===== config.mk =====
export PLATFORM = sky130hd
export DESIGN_NAME = ism_irq_map
export DESIGN_NICKNAME = d
export VERILOG_FILES = /design/src/logic/ism_pkg.sv /design/src/logic/ism_cmp_edge.sv /design/src/logic/ism_irq_map.sv
export VERILOG_INCLUDE_DIRS = /design/src /design/src/logic
export SDC_FILE = /design/constraint.sdc
export NUM_CORES = 1
export LEC_CHECK = 0
export BUFFER_PORTS_ARGS = -buffer_cell sky130_fd_sc_hd__buf_2
export CORE_AREA = 2 2 213 215
export DETAILED_ROUTE_END_ITERATION = 8
export DIE_AREA = 0 0 215 217
export GPL_TIMING_DRIVEN = 0
export PLACE_DENSITY = 0.59
export SLEW_MARGIN = 15
export SYNTH_ARGS = -nofsm -noshare
export SYNTH_HDL_FRONTEND = slang
export SYNTH_SLANG_ARGS = --single-unit
export TNS_END_PERCENT = 5

===== constraint.sdc =====
create_clock -name pclk -period 16 [get_ports pclk]
set_clock_uncertainty 0.2 [all_clocks]
set_input_delay 0.8 -clock pclk [delete_from_list [all_inputs] [get_ports pclk]]
set_output_delay 0.8 -clock pclk [all_outputs]
set_load 0.005 [all_outputs]

===== src/logic/ism_defs.svh =====
// Constants for the peripheral interrupt source map, NMI select and vector base
// ==========================================================================
// What this block does
// - Second I2C request drives line 7, first I2C request drives line 8.
// - Line 10 is high while any of the four timer channel flags is set.
// - Line 11 is high for comparator request or touch sense request.
// - Comparator edge flag sets on rising, falling or both edges as configured.
// - Watchdog on 12, brown-out on 13, wake timer on 15, counter/timer on 23.
// - Converter drives sequence A 16, sequence B 17, threshold 18, overrun 19.
// - Lines 24 to 31 follow pin event status bits 0 to 7 in order.
// - NMI is raised from a selected peripheral line or by software.
// - NMI outranks every other interrupt; only reset is higher.
// - A source-select register picks which mapped line drives the NMI.
// - Vector table holds initial stack pointer then handler entry addresses.
// - Vector table base is zero after reset until software writes it.
// - Writable vector base offset register relocates all vector fetches.
// - Among equal priorities the lowest line number is serviced first.
// - 32 lines, four priority levels each, masking by priority level.
`ifndef ISM_DEFS_SVH
`define ISM_DEFS_SVH

// ==========================================================================
// Register offsets (byte addresses)
`define ISM_OFS_NMI_SRC    12'h000
`define ISM_OFS_SW_NMI     12'h004
`define ISM_OFS_VEC_BASE   12'h008
`define ISM_OFS_LINE_EN    12'h00C
`define ISM_OFS_PRIO_LO    12'h010
`define ISM_OFS_PRIO_HI    12'h014
`define ISM_OFS_PRIO_MASK  12'h018
`define ISM_OFS_RAW_LINES  12'h01C
`define ISM_OFS_ACTIVE     12'h020
`define ISM_OFS_CMP_CFG    12'h024
`define ISM_OFS_INT_STATUS 12'h028
`define ISM_OFS_INT_MASK   12'h02C

// ==========================================================================
// Field positions
`define ISM_NMI_EN_BIT     31
`define ISM_ACTIVE_VLD_BIT 5
`define ISM_CMP_FLAG_BIT   2
`define ISM_VEC_BASE_LSB   7
`define ISM_EV_NMI         0
`define ISM_EV_CMP         1
`define ISM_EV_IRQ         2

// ==========================================================================
// Line numbers
`define ISM_LN_I2C1        7
`define ISM_LN_I2C0        8
`define ISM_LN_MRT         10
`define ISM_LN_CMP         11
`define ISM_LN_WDT         12
`define ISM_LN_BOD         13
`define ISM_LN_WKT         15
`define ISM_LN_SEQA        16
`define ISM_LN_SEQB        17
`define ISM_LN_THCMP       18
`define ISM_LN_OVR         19
`define ISM_LN_CTR         23
`define ISM_LN_PIN0        24

// ==========================================================================
// Reset values and vector layout
`define ISM_VEC_BASE_RST   25'h0000000
`define ISM_SP_OFS         32'h00000000
`define ISM_NMI_VEC_OFS    32'h00000008
`define ISM_IRQ_VEC_OFS    32'h00000040
`define ISM_EDGE_RISE      2'h0
`define ISM_EDGE_FALL      2'h1

`endif


===== src/logic/ism_pkg.sv =====
// Types for the peripheral interrupt source map
package ism_pkg;

  // ==========================================================================
  // Comparator edge detector state
  typedef struct packed {
    logic sync1;
    logic sync2;
    logic prev;
    logic flag;
  } ism_edge_s;

  // ==========================================================================
  // Main block state
  typedef struct packed {
    logic        nmi_en;
    logic [4:0]  nmi_sel;
    logic        sw_nmi;
    logic [24:0] vec_base;
    logic [31:0] line_en;
    logic [63:0] prio;
    logic [1:0]  prio_mask;
    logic [1:0]  edge_sel;
    logic [2:0]  int_status;
    logic [2:0]  int_mask;
    logic        cmp_prev;
    logic        nmi_req;
    logic        irq_req;
    logic [4:0]  irq_num;
    logic [31:0] vec_addr;
    logic [31:0] prdata;
    logic        pslverr;
  } ism_state_s;

endpackage : ism_pkg


===== src/logic/ism_cmp_edge.sv =====
// Comparator output synchroniser and configurable sticky edge flag
`timescale 1ns/100ps
`include "ism_defs.svh"

module ism_cmp_edge
  import ism_pkg::*;
(
  input  wire logic       pclk,                 // System clock
  input  wire logic       presetn,              // Async reset, active low
  input  wire logic       comparator_out,       // Raw comparator output
  input  wire logic [1:0] edge_sel,             // Edge selection
  input  wire logic       flag_clear,           // Clear pulse for the flag
  output logic            comparator_edge_flag  // Sticky edge flag
);

  ism_edge_s st;
  ism_edge_s next_st;
  logic      rise;
  logic      fall;
  logic      hit;

  // ==========================================================================
  // Next state
  always_comb begin
    next_st       = st;
    next_st.sync1 = comparator_out;
    next_st.sync2 = st.sync1;
    next_st.prev  = st.sync2;
    rise          = st.sync2 & ~st.prev;
    fall          = ~st.sync2 & st.prev;
    case (edge_sel)
      `ISM_EDGE_RISE: hit = rise;
      `ISM_EDGE_FALL: hit = fall;
      default:        hit = rise | fall;
    endcase
    // A new edge wins over a clear in the same cycle
    next_st.flag = (st.flag & ~flag_clear) | hit;
  end

  // ==========================================================================
  // Registers
  always_ff @(posedge pclk or negedge presetn) begin
    if (!presetn) begin
      st <= '0;
    end else begin
      st <= next_st;
    end
  end

  assign comparator_edge_flag = st.flag;

endmodule : ism_cmp_edge


===== src/logic/ism_irq_map.sv =====
// Peripheral interrupt source map with NMI select, line arbiter and vector base
`timescale 1ns/100ps
`include "ism_defs.svh"

module ism_irq_map
  import ism_pkg::*;
(
  input  wire logic        pclk,                   // System clock, 20 MHz
  input  wire logic        presetn,                // Async reset, active low
  // APB slave
  input  wire logic        psel,                   // Slave select
  input  wire logic        penable,                // Access phase
  input  wire logic        pwrite,                 // Write when high
  input  wire logic [11:0] paddr,                  // Byte address
  input  wire logic [31:0] pwdata,                 // Write data
  output logic [31:0]      prdata,                 // Read data
  output logic             pready,                 // Always ready
  output logic             pslverr,                // Unmapped address
  // Peripheral requests
  input  wire logic        second_i2c_request,     // Second I2C controller
  input  wire logic        first_i2c_request,      // First I2C controller
  input  wire logic [3:0]  timer_channel_flag,     // Multi-rate timer flags
  input  wire logic        comparator_out,         // Comparator output, async
  input  wire logic        touch_sense_request,    // Capacitive touch
  input  wire logic        watchdog_warning_flag,  // Watchdog warning
  input  wire logic        brownout_request,       // Brown-out level
  input  wire logic        wake_alarm_flag,        // Self-wake timer alarm
  input  wire logic        conv_seq_a_done,        // Converter sequence A
  input  wire logic        conv_seq_b_done,        // Converter sequence B
  input  wire logic        conv_threshold_hit,     // Converter threshold
  input  wire logic        conv_overrun,           // Converter overrun
  input  wire logic        counter_timer_request,  // Counter/timer
  input  wire logic [7:0]  pin_event_status,       // Pin interrupt status
  // Core side
  output logic [31:0]      mapped_lines,           // Vectored line levels
  output logic             nmi_request,            // Non-maskable request
  output logic             irq_request,            // Vectored request
  output logic [4:0]       irq_number,             // Winning line
  output logic [31:0]      vector_addr,            // Handler vector address
  output logic [31:0]      stack_ptr_addr,         // Initial stack pointer slot
  output logic             irq_out                 // Block status interrupt
);

  ism_state_s  st;
  ism_state_s  next_st;
  logic        cmp_flag;
  logic        cmp_clear;
  logic [31:0] lines;
  logic        setup;
  logic        wr;
  logic        nmi_lvl;
  logic        win_vld;
  logic [4:0]  win_num;
  logic [1:0]  win_prio;
  logic [31:0] rd;
  logic        hit;
  logic [2:0]  events;

  // ==========================================================================
  // Priority field of one line
  function automatic logic [1:0] prio_of(input logic [63:0] p, input logic [4:0] n);
    prio_of = p[{n, 1'b0} +: 2];
  endfunction : prio_of

  // ==========================================================================
  // Comparator edge flag
  ism_cmp_edge u_cmp_edge (
    .pclk                 (pclk),
    .presetn              (presetn),
    .comparator_out       (comparator_out),
    .edge_sel             (st.edge_sel),
    .flag_clear           (cmp_clear),
    .comparator_edge_flag (cmp_flag)
  );

  // ==========================================================================
  // Line map; levels pass straight through except the comparator's sticky edge flag ORed with touch sense on line 11 and the timer flags ORed onto line 10
  always_comb begin
    lines                     = '0;
    lines[`ISM_LN_I2C1]       = second_i2c_request;
    lines[`ISM_LN_I2C0]       = first_i2c_request;
    lines[`ISM_LN_MRT]        = |timer_channel_flag;
    lines[`ISM_LN_CMP]        = cmp_flag | touch_sense_request;
    lines[`ISM_LN_WDT]        = watchdog_warning_flag;
    lines[`ISM_LN_BOD]        = brownout_request;
    lines[`ISM_LN_WKT]        = wake_alarm_flag;
    lines[`ISM_LN_SEQA]       = conv_seq_a_done;
    lines[`ISM_LN_SEQB]       = conv_seq_b_done;
    lines[`ISM_LN_THCMP]      = conv_threshold_hit;
    lines[`ISM_LN_OVR]        = conv_overrun;
    lines[`ISM_LN_CTR]        = counter_timer_request;
    lines[`ISM_LN_PIN0 +: 8]  = pin_event_status;
  end

  // ==========================================================================
  // Arbiter: lowest level value wins, then lowest line number
  always_comb begin
    win_vld  = 1'b0;
    win_num  = '0;
    win_prio = '0;
    for (int i = 0; i < 32; i++) begin
      if (lines[i] && st.line_en[i] &&
          (st.prio_mask == 2'h0 || prio_of(st.prio, 5'(i)) < st.prio_mask)) begin
        if (!win_vld || prio_of(st.prio, 5'(i)) < win_prio) begin
          win_vld  = 1'b1;
          win_num  = 5'(i);
          win_prio = prio_of(st.prio, 5'(i));
        end
      end
    end
  end

  // ==========================================================================
  // Read decode
  always_comb begin
    hit = 1'b1;
    rd  = '0;
    case (paddr)
      `ISM_OFS_NMI_SRC: begin
        rd[`ISM_NMI_EN_BIT] = st.nmi_en;
        rd[4:0]             = st.nmi_sel;
      end
      `ISM_OFS_SW_NMI:     rd[0] = st.sw_nmi;
      `ISM_OFS_VEC_BASE:   rd[31:`ISM_VEC_BASE_LSB] = st.vec_base;
      `ISM_OFS_LINE_EN:    rd = st.line_en;
      `ISM_OFS_PRIO_LO:    rd = st.prio[31:0];
      `ISM_OFS_PRIO_HI:    rd = st.prio[63:32];
      `ISM_OFS_PRIO_MASK:  rd[1:0] = st.prio_mask;
      `ISM_OFS_RAW_LINES:  rd = lines;
      `ISM_OFS_ACTIVE: begin
        rd[`ISM_ACTIVE_VLD_BIT] = st.irq_req;
        rd[4:0]                 = st.irq_num;
      end
      `ISM_OFS_CMP_CFG: begin
        rd[1:0]                = st.edge_sel;
        rd[`ISM_CMP_FLAG_BIT]  = cmp_flag;
      end
      `ISM_OFS_INT_STATUS: rd[2:0] = st.int_status;
      `ISM_OFS_INT_MASK:   rd[2:0] = st.int_mask;
      default:             hit = 1'b0;
    endcase
  end

  // ==========================================================================
  // Next state
  always_comb begin
    next_st   = st;
    setup     = psel & ~penable;
    wr        = psel & penable & pwrite;
    cmp_clear = wr && paddr == `ISM_OFS_CMP_CFG && pwdata[`ISM_CMP_FLAG_BIT];

    // Read data and error are prepared in the setup phase for zero wait states
    if (setup) begin
      next_st.prdata  = (hit && !pwrite) ? rd : '0;
      next_st.pslverr = ~hit;
    end

    // Register writes
    if (wr) begin
      case (paddr)
        `ISM_OFS_NMI_SRC: begin
          next_st.nmi_en  = pwdata[`ISM_NMI_EN_BIT];
          next_st.nmi_sel = pwdata[4:0];
        end
        `ISM_OFS_SW_NMI:     next_st.sw_nmi = pwdata[0];
        `ISM_OFS_VEC_BASE:   next_st.vec_base = pwdata[31:`ISM_VEC_BASE_LSB];
        `ISM_OFS_LINE_EN:    next_st.line_en = pwdata;
        `ISM_OFS_PRIO_LO:    next_st.prio[31:0] = pwdata;
        `ISM_OFS_PRIO_HI:    next_st.prio[63:32] = pwdata;
        `ISM_OFS_PRIO_MASK:  next_st.prio_mask = pwdata[1:0];
        `ISM_OFS_CMP_CFG:    next_st.edge_sel = pwdata[1:0];
        `ISM_OFS_INT_MASK:   next_st.int_mask = pwdata[2:0];
        default: ;
      endcase
    end

    // NMI from the selected line or software
    nmi_lvl         = (st.nmi_en & lines[st.nmi_sel]) | st.sw_nmi;
    next_st.nmi_req = nmi_lvl;

    // A pending NMI holds back every vectored request
    next_st.irq_req = win_vld & ~nmi_lvl;
    next_st.irq_num = win_num;
    if (nmi_lvl) begin
      next_st.vec_addr = {st.vec_base, 7'h00} + `ISM_NMI_VEC_OFS;
    end else begin
      next_st.vec_addr = {st.vec_base, 7'h00} + `ISM_IRQ_VEC_OFS
                         + {25'h0000000, win_num, 2'h0};
    end

    // Sticky events, a new event wins over a write-one clear
    next_st.cmp_prev = cmp_flag;
    events = '0;
    events[`ISM_EV_NMI] = nmi_lvl & ~st.nmi_req;
    events[`ISM_EV_CMP] = cmp_flag & ~st.cmp_prev;
    events[`ISM_EV_IRQ] = next_st.irq_req & ~st.irq_req;
    if (wr && paddr == `ISM_OFS_INT_STATUS) begin
      next_st.int_status = st.int_status & ~pwdata[2:0];
    end
    next_st.int_status = next_st.int_status | events;
  end

  // ==========================================================================
  // Registers
  always_ff @(posedge pclk or negedge presetn) begin
    if (!presetn) begin
      st          <= '0;
      st.vec_base <= `ISM_VEC_BASE_RST;
    end else begin
      st <= next_st;
    end
  end

  // ==========================================================================
  // Outputs
  assign prdata         = st.prdata;
  assign pready         = 1'b1;
  assign pslverr        = st.pslverr;
  assign mapped_lines   = lines;
  assign nmi_request    = st.nmi_req;
  assign irq_request    = st.irq_req;
  assign irq_number     = st.irq_num;
  assign vector_addr    = st.vec_addr;
  assign stack_ptr_addr = {st.vec_base, 7'h00} + `ISM_SP_OFS;
  assign irq_out        = |(st.int_status & st.int_mask);

endmodule : ism_irq_map


==> metrics, run 1 <==
run status=complete, no violations; number of fillers in the final layout=between 4000 and 5000; Synth-to-Final Area Change=19.9%; Num CTS Buffers=23; endpoint class of the critical path=flop; Reg clk slew, reported paths=approximately 0.060 ns; Post-synth EDFFs=0; DIE AREA=around 0.047 sq mm; WL per Instance=21.5 um; Die H=217 um; Main synth FF type=dfrtp_1; measured slew at the worst slew-check pin=1.11 ns; Hold WC Path Type=reg -> reg; Worst Path Max Fanout=21; # rows=78; maximum clock rate=68.9 MHz; crit-path most repeated cell=ha_1; clock root cell=clkbuf_16; CTS tree=yes; Initial Utilization=29.5%; first-pass GRT wire length=69900 um; Pins Over Slew Limit=0; VDD IR max=0.0000658 V; number of global-route vias before repair=11038; Post-Syn Area=0.0132 sq mm; Yosys warning total=0; routing usage on met1=25.8%; GRT overflow=0; Post-CTS Resized=0; met2 GRT Util=32.2%; Worst EP required=16.24 ns; Tot Pwr=1140 uW; Yosys cell types=101; ANT nets after route=0; final core occ=35.3%; Final TNS setup=0 ns; Post-Place Worst Slack=1.69 ns; Gate Count Post-Synth=1297; Worst Path Class, Setup=reg -> reg; Worst setup SP type=flop; CTS Buffer Depth=3; Leak=0.00775 uW; NumNets Final=1635; area taken by multi-input logic gates=about 0.0067 sq mm; Async S/R FF share, synth=100%; gpl congestion=0.887; Rel. slew slack=25.9%; unrepaired setup endpoints after global routing=false; max cap viols=0; Critical-path top delay cell=inv_1; CORE AREA=about 0.045 sq mm; IO buf count=186; most crowded layer after global routing=met2; Yosys reg bits=213; DRC viols=0; CTS sink count=213; vias=11244; Starting DRT DRC Count=1043; GRT Total Usage=19.4%; Sequential Area=0.00533 sq mm; largest net degree at the start of global routing=a little under 100; Mapped Avg Cell Area=~10 sq um; post-synthesis sequential area ratio=40.5%; Final Hold Fails=0; # IOs=211; setup violators final=0; M3 GR Usage=2.11%; dpl hpwl=between 30000 and 40000 um; Clock Latency Late Sink=0.53 ns; Via density=5.23; chip width=215 um; Final Critical Period=~15 ns; share of cells above drive strength 1=35.0%; critical path data arrival time=14.76 ns; H-tree level count=1; fin crit share=90.8%; minimum hold slack=0.150 ns; WL final=roughly 46000 um; initial antenna violation count=4; PD cells=71.9 mW/mm^2; worst stage delay on the critical path=0.74 ns; Final WS setup=~1.5 ns; Pre-Repair DR Iteration Count=6
## layer usage
layer  share of wire (%)  up-vias  wire, um
li1                    -     5176         -
met1                  43     5588     20000
met2                  48      397     22100
met3                 5.0       83      2320
met4                 3.9        0      1820
met5                   0        -         0
## critical path: cells and delay by family (launching register included)
family / cells / cell delay [ns]
compound gates: 24 / 6.48
xor+xnor: 1 / 0.16
fa+ha+maj: 8 / 2.12
buf+inv: 3 / 1.03
flops: 1 / 0.46
mux: 2 / 0.71
simple gates: 13 / 3.23
## report_power, final
group | internal [uW] | switching (uW) | leakage [uW]
logic | 20.4 | 35.6 | 0.00451
registers | 540 | 1.80 | 0.00287
clock network | 314 | 223 | 0.000377
## worst paths after layout
kind | from | to | slack [ns] | cells after the start
hold reg to reg | u_cmp_edge.next_st[2] | u_cmp_edge.next_st[1] | 0.15 | 0
setup reg to reg | st[82] | vector_addr[26] | 1.48 | 51
setup / recovery | st[82] | vector_addr[26] | 1.48 | 51
max in group asynchronous | presetn | st[200] | 13.78 | 4
min in group asynchronous | presetn | u_cmp_edge.next_st[2] | 0.52 | 2
hold / removal | u_cmp_edge.next_st[2] | u_cmp_edge.next_st[1] | 0.15 | 0
## metrics by stage
| step | std cells | instance area [sq um] |
|---|---|---|
| after floorplan | 1317 | 13200 |
| after CTS | 2147 | 15800 |
| after global routing | 2151 | 15800 |
| after detailed placement | 2107 | 15000 |
| after global placement | 2103 | 14900 |
| final | 2151 | 15800 |
## cells by family after synthesis
kind of cell             synth area share, %
AO/OA/AOI/OAI                           20.9
XOR/XNOR                                1.60
adder cells (fa/ha/maj)                 2.83
buffers and inverters                   9.66
flip-flops                              40.5
multiplexers                            11.6
other                                 0.0571
AND/OR/NAND/NOR                         12.9
## cells in the mapped netlist (9+ instances only)
master	number	area [sq um]
dfrtp_1	213	5330
buf_4	132	991
mux2_2	123	1390
nand2_1	113	424
nor2_1	75	282
a21oi_1	64	320
clkbuf_1	40	150
o21ai_0	39	195
a22o_1	35	307
nor3_1	33	165
a22oi_1	31	233
ha_1	29	363
a222oi_1	25	250
inv_1	25	93.8
o211ai_1	24	180
nand3_1	22	110
nand2b_1	21	131
xnor2_1	20	175
a21o_1	11	82.6
nand4_1	11	68.8
and3_1	10	62.6
a211oi_1	9	67.6
and2_1	9	56.3
## cells in the final DEF, fill, tap and decap left out, types with 23 or more instances in the layout
cell type	n
nor3_1	32
o211ai_1	24
mux2_2	123
dfrtp_1	213
o21ai_0	39
inv_1	25
a21oi_1	64
ha_1	29
clkbuf_16	23
buf_2	187
buf_4	134
clkbuf_1	42
a222oi_1	25
a22oi_1	31
nand2_1	113
nor2_1	75
a22o_1	35
## final cells by class
class	count	share of cell area [%]
multi-input cells	900	42.2
flip-flops and latches	213	33.8
plain buffers	179	7.46
repair buffers	191	6.47
well taps	600	4.76
clock buffers	33	4.39
inverters	25	0.594
clock inverters	6	0.349
diodes	4	0.0634
## registers in the layout (all words and copies together), names as in the netlist
signal / flops
st: 139
u_cmp_edge.st: 1
nmi_request: 1
pslverr: 1
u_cmp_edge.next_st: 2
prdata: 32
irq_number: 5
irq_request: 1
u_cmp_edge.comparator_edge_flag: 1
vector_addr: 30
## timing repair
| action | CTS | global route |
|---|---|---|
| hold buffers | 1 | 0 |
| hold endpoints to repair | 30 | 0 |
| endpoints found under the setup margin | 0 | 0 |
| setup buffers | 0 | 0 |
(Power assumes the default switching activity.)
==> run 2, diff against run 1 <==
- CORE_AREA: 2 2 213 215 -> 2 2 149 151
- DIE_AREA: 0 0 215 217 -> 0 0 151 153
- PLACE_DENSITY: 0.59 -> 0.95
- SETUP_SLACK_MARGIN: default -> 0.1
- clock period: 16 -> 17.7 ns (I/O delays scaled with it)
==> run 2 against run 1 <==
Compared with the run above: via count increased by 7.6%; clock-buffer cell count decreased by 1; maximum frequency increased by 1.0%; final area decreased by 2.2%; utilization is 37 points higher; global-route usage grew 17 points; worst setup slack better by 1.8 ns; cell count is 15% lower; sequential power decreased by 9.6%; non-clock buffer count fell by 1; register-to-register slack gained 1.8 ns; die area fell by 50%.
==> metrics, run 2 (synthesized netlist as in run 1, its figures left out) <==
Post-Place Worst Slack=3.87 ns; Tot Pwr=1060 uW; PD cells=68.7 mW/mm^2; Pint=between 800 and 900 uW; WL final=between 40000 and 50000 um; initial antenna violation count=3; NumNets Final=1633; Clock Latency Late Sink=between 0.5 and 0.6 ns; chip width=between 150 and 200 um; VDD IR max=about 0.000058 V; Reg clk slew, reported paths=0.07 ns; unrepaired setup endpoints after global routing=false; commonest non-fill, non-tap cell in the layout=dfrtp_1; IO buf count=186; most frequent cells in the layout=dfrtp_1, buf_2, buf_4, mux2_2, nand2_1; Switch Pwr=235 uW; Via density=6.61; Pre-Repair DR Iteration Count=8; ANT nets after route=0; WL per Instance=23.6 um; Critical-path top delay cell=inv_1; Worst setup SP type=flop; fin crit share=81.2%; GRT Total Usage=a little under two fifths; Largest Register=st; number of global-route vias before repair=11728; max FFs per register=approximately 140; share of cells above drive strength 1=a little over a third; endpoint class of the critical path=flop; Die H=153 um; Post-DP Area=~0.015 sq mm; Starting DRT DRC Count=1552; Design Area, Final=0.0154 sq mm; Post-CTS Setup Repair Bufs=0; run status=complete, no violations; Worst Path Max Fanout=21; Worst EP required=17.94 ns; dpl hpwl=31500 um; Post-CTS Resized=0; Pins Over Slew Limit=0; first-pass GRT wire length=roughly 66000 um; Initial Utilization=61.3%; Hold Buf Count CTS=1; crit-path most repeated cell=ha_1; maximum clock rate=69.6 MHz; fin cells=1830; Leak=0.00777 uW; clock root cell=clkbuf_16; Synth-to-Final Area Change=17.3%; largest net degree at the start of global routing=110; Gate power share=4.8%; Flop pwr share=46.2%; Rel. slew slack=between 30% and 40%; CORE AREA=0.0215 sq mm; Num CTS Buffers=22; GRT overflow=0; # rows=54; measured slew at the worst slew-check pin=1.03 ns; CTS sink count=approximately 210; worst stage delay on the critical path=approximately 0.72 ns; Final Hold Fails=0; max cap viols=0; # IOs=between 200 and 250; sw frac=22.2%; CTS Buffer Depth=3; share of total power in the clock network=49.0%; Hold WC Path Type=reg -> reg; Worst Path Class, Setup=reg -> reg; H-tree level count=1; Final WS setup=around 3.3 ns; DRC viols=0; Final TNS setup=0 ns; placed cell count=1786; Final Critical Period=14.38 ns; vias=12099; gpl congestion=1.00; CTS tree=yes; DIE AREA=about 0.023 sq mm; setup violators final=0; critical path data arrival time=approximately 15 ns
## run 2: cell count changes in the layout (fill, tap and decap cells not counted), moves of 2 or more
cell / previous run / this run
clkinv_2: 5 / 2
clkbuf_1: 42 / 44
clkbuf_8: 8 / 5
bufinv_16: 1 / 4
## run 2: metrics by stage
step / util [%] / hold slack (ns)
2_1_floorplan: - / 0.131
3_3_place_gp: 67.6 / 0.134
3_5_place_dp: 68.0 / 0.137
4_1_cts: 71.8 / 0.152
5_1_grt: 71.9 / 0.173
6_report: 71.9 / 0.146
## run 2: power by group through the flow
stage               clock network [uW]  logic [uW]  registers (uW)
floorplan                            0        15.9             498
CTS                                516        49.2             490
global route                       537        54.6             490
global placement                     0        44.9             499
finish                             520        50.4             490
detailed placement                   0        48.3             499
## run 2: worst max-delay path: cells and delay by family (launching register included)
family / cells / cell delay [ns]
and+or+nand+nor: 13 / 3.27
muxes: 2 / 0.70
xor gates and xnor gates: 1 / 0.16
adders and majority gates: 8 / 2.08
buffers and inverters: 3 / 1.03
DFF: 1 / 0.46
AOI/OAI and AO/OA: 24 / 6.39
## run 2: cell type report
type | instances | area (sq um)
clock buffers | 32 | 659
multi-input cells | 900 | 6660
plain buffers | 179 | 1180
diodes | 3 | 7.51
inverters | 25 | 93.8
well taps | 280 | 350
fillers | 1453 | 6040
repair buffers | 190 | 1010
flip-flops and latches | 213 | 5330
clock inverters | 8 | 154
## run 2: worst paths after layout
kind | end | cells past startpoint | startpoint | slack [ns]
max | vector_addr[26] | 51 | st[82] | 3.32
min | u_cmp_edge.next_st[1] | 0 | u_cmp_edge.next_st[2] | 0.15
max reg2reg | vector_addr[26] | 51 | st[82] | 3.32
min reg2reg | u_cmp_edge.next_st[1] | 0 | u_cmp_edge.next_st[2] | 0.15
max in group asynchronous | vector_addr[22] | 4 | presetn | 15.57
min in group asynchronous | u_cmp_edge.next_st[2] | 2 | presetn | 0.53
## run 2: layer usage
| metal | wire length (um) | vias to the layer above | GRT usage, % |
|---|---|---|---|
| li1 | - | 5180 | - |
| met1 | 15700 | 5805 | 47.7 |
| met2 | 19300 | 887 | 56.3 |
| met3 | 4930 | 227 | 7.04 |
| met4 | 3180 | 0 | 23.5 |
| met5 | 0 | - | 0 |
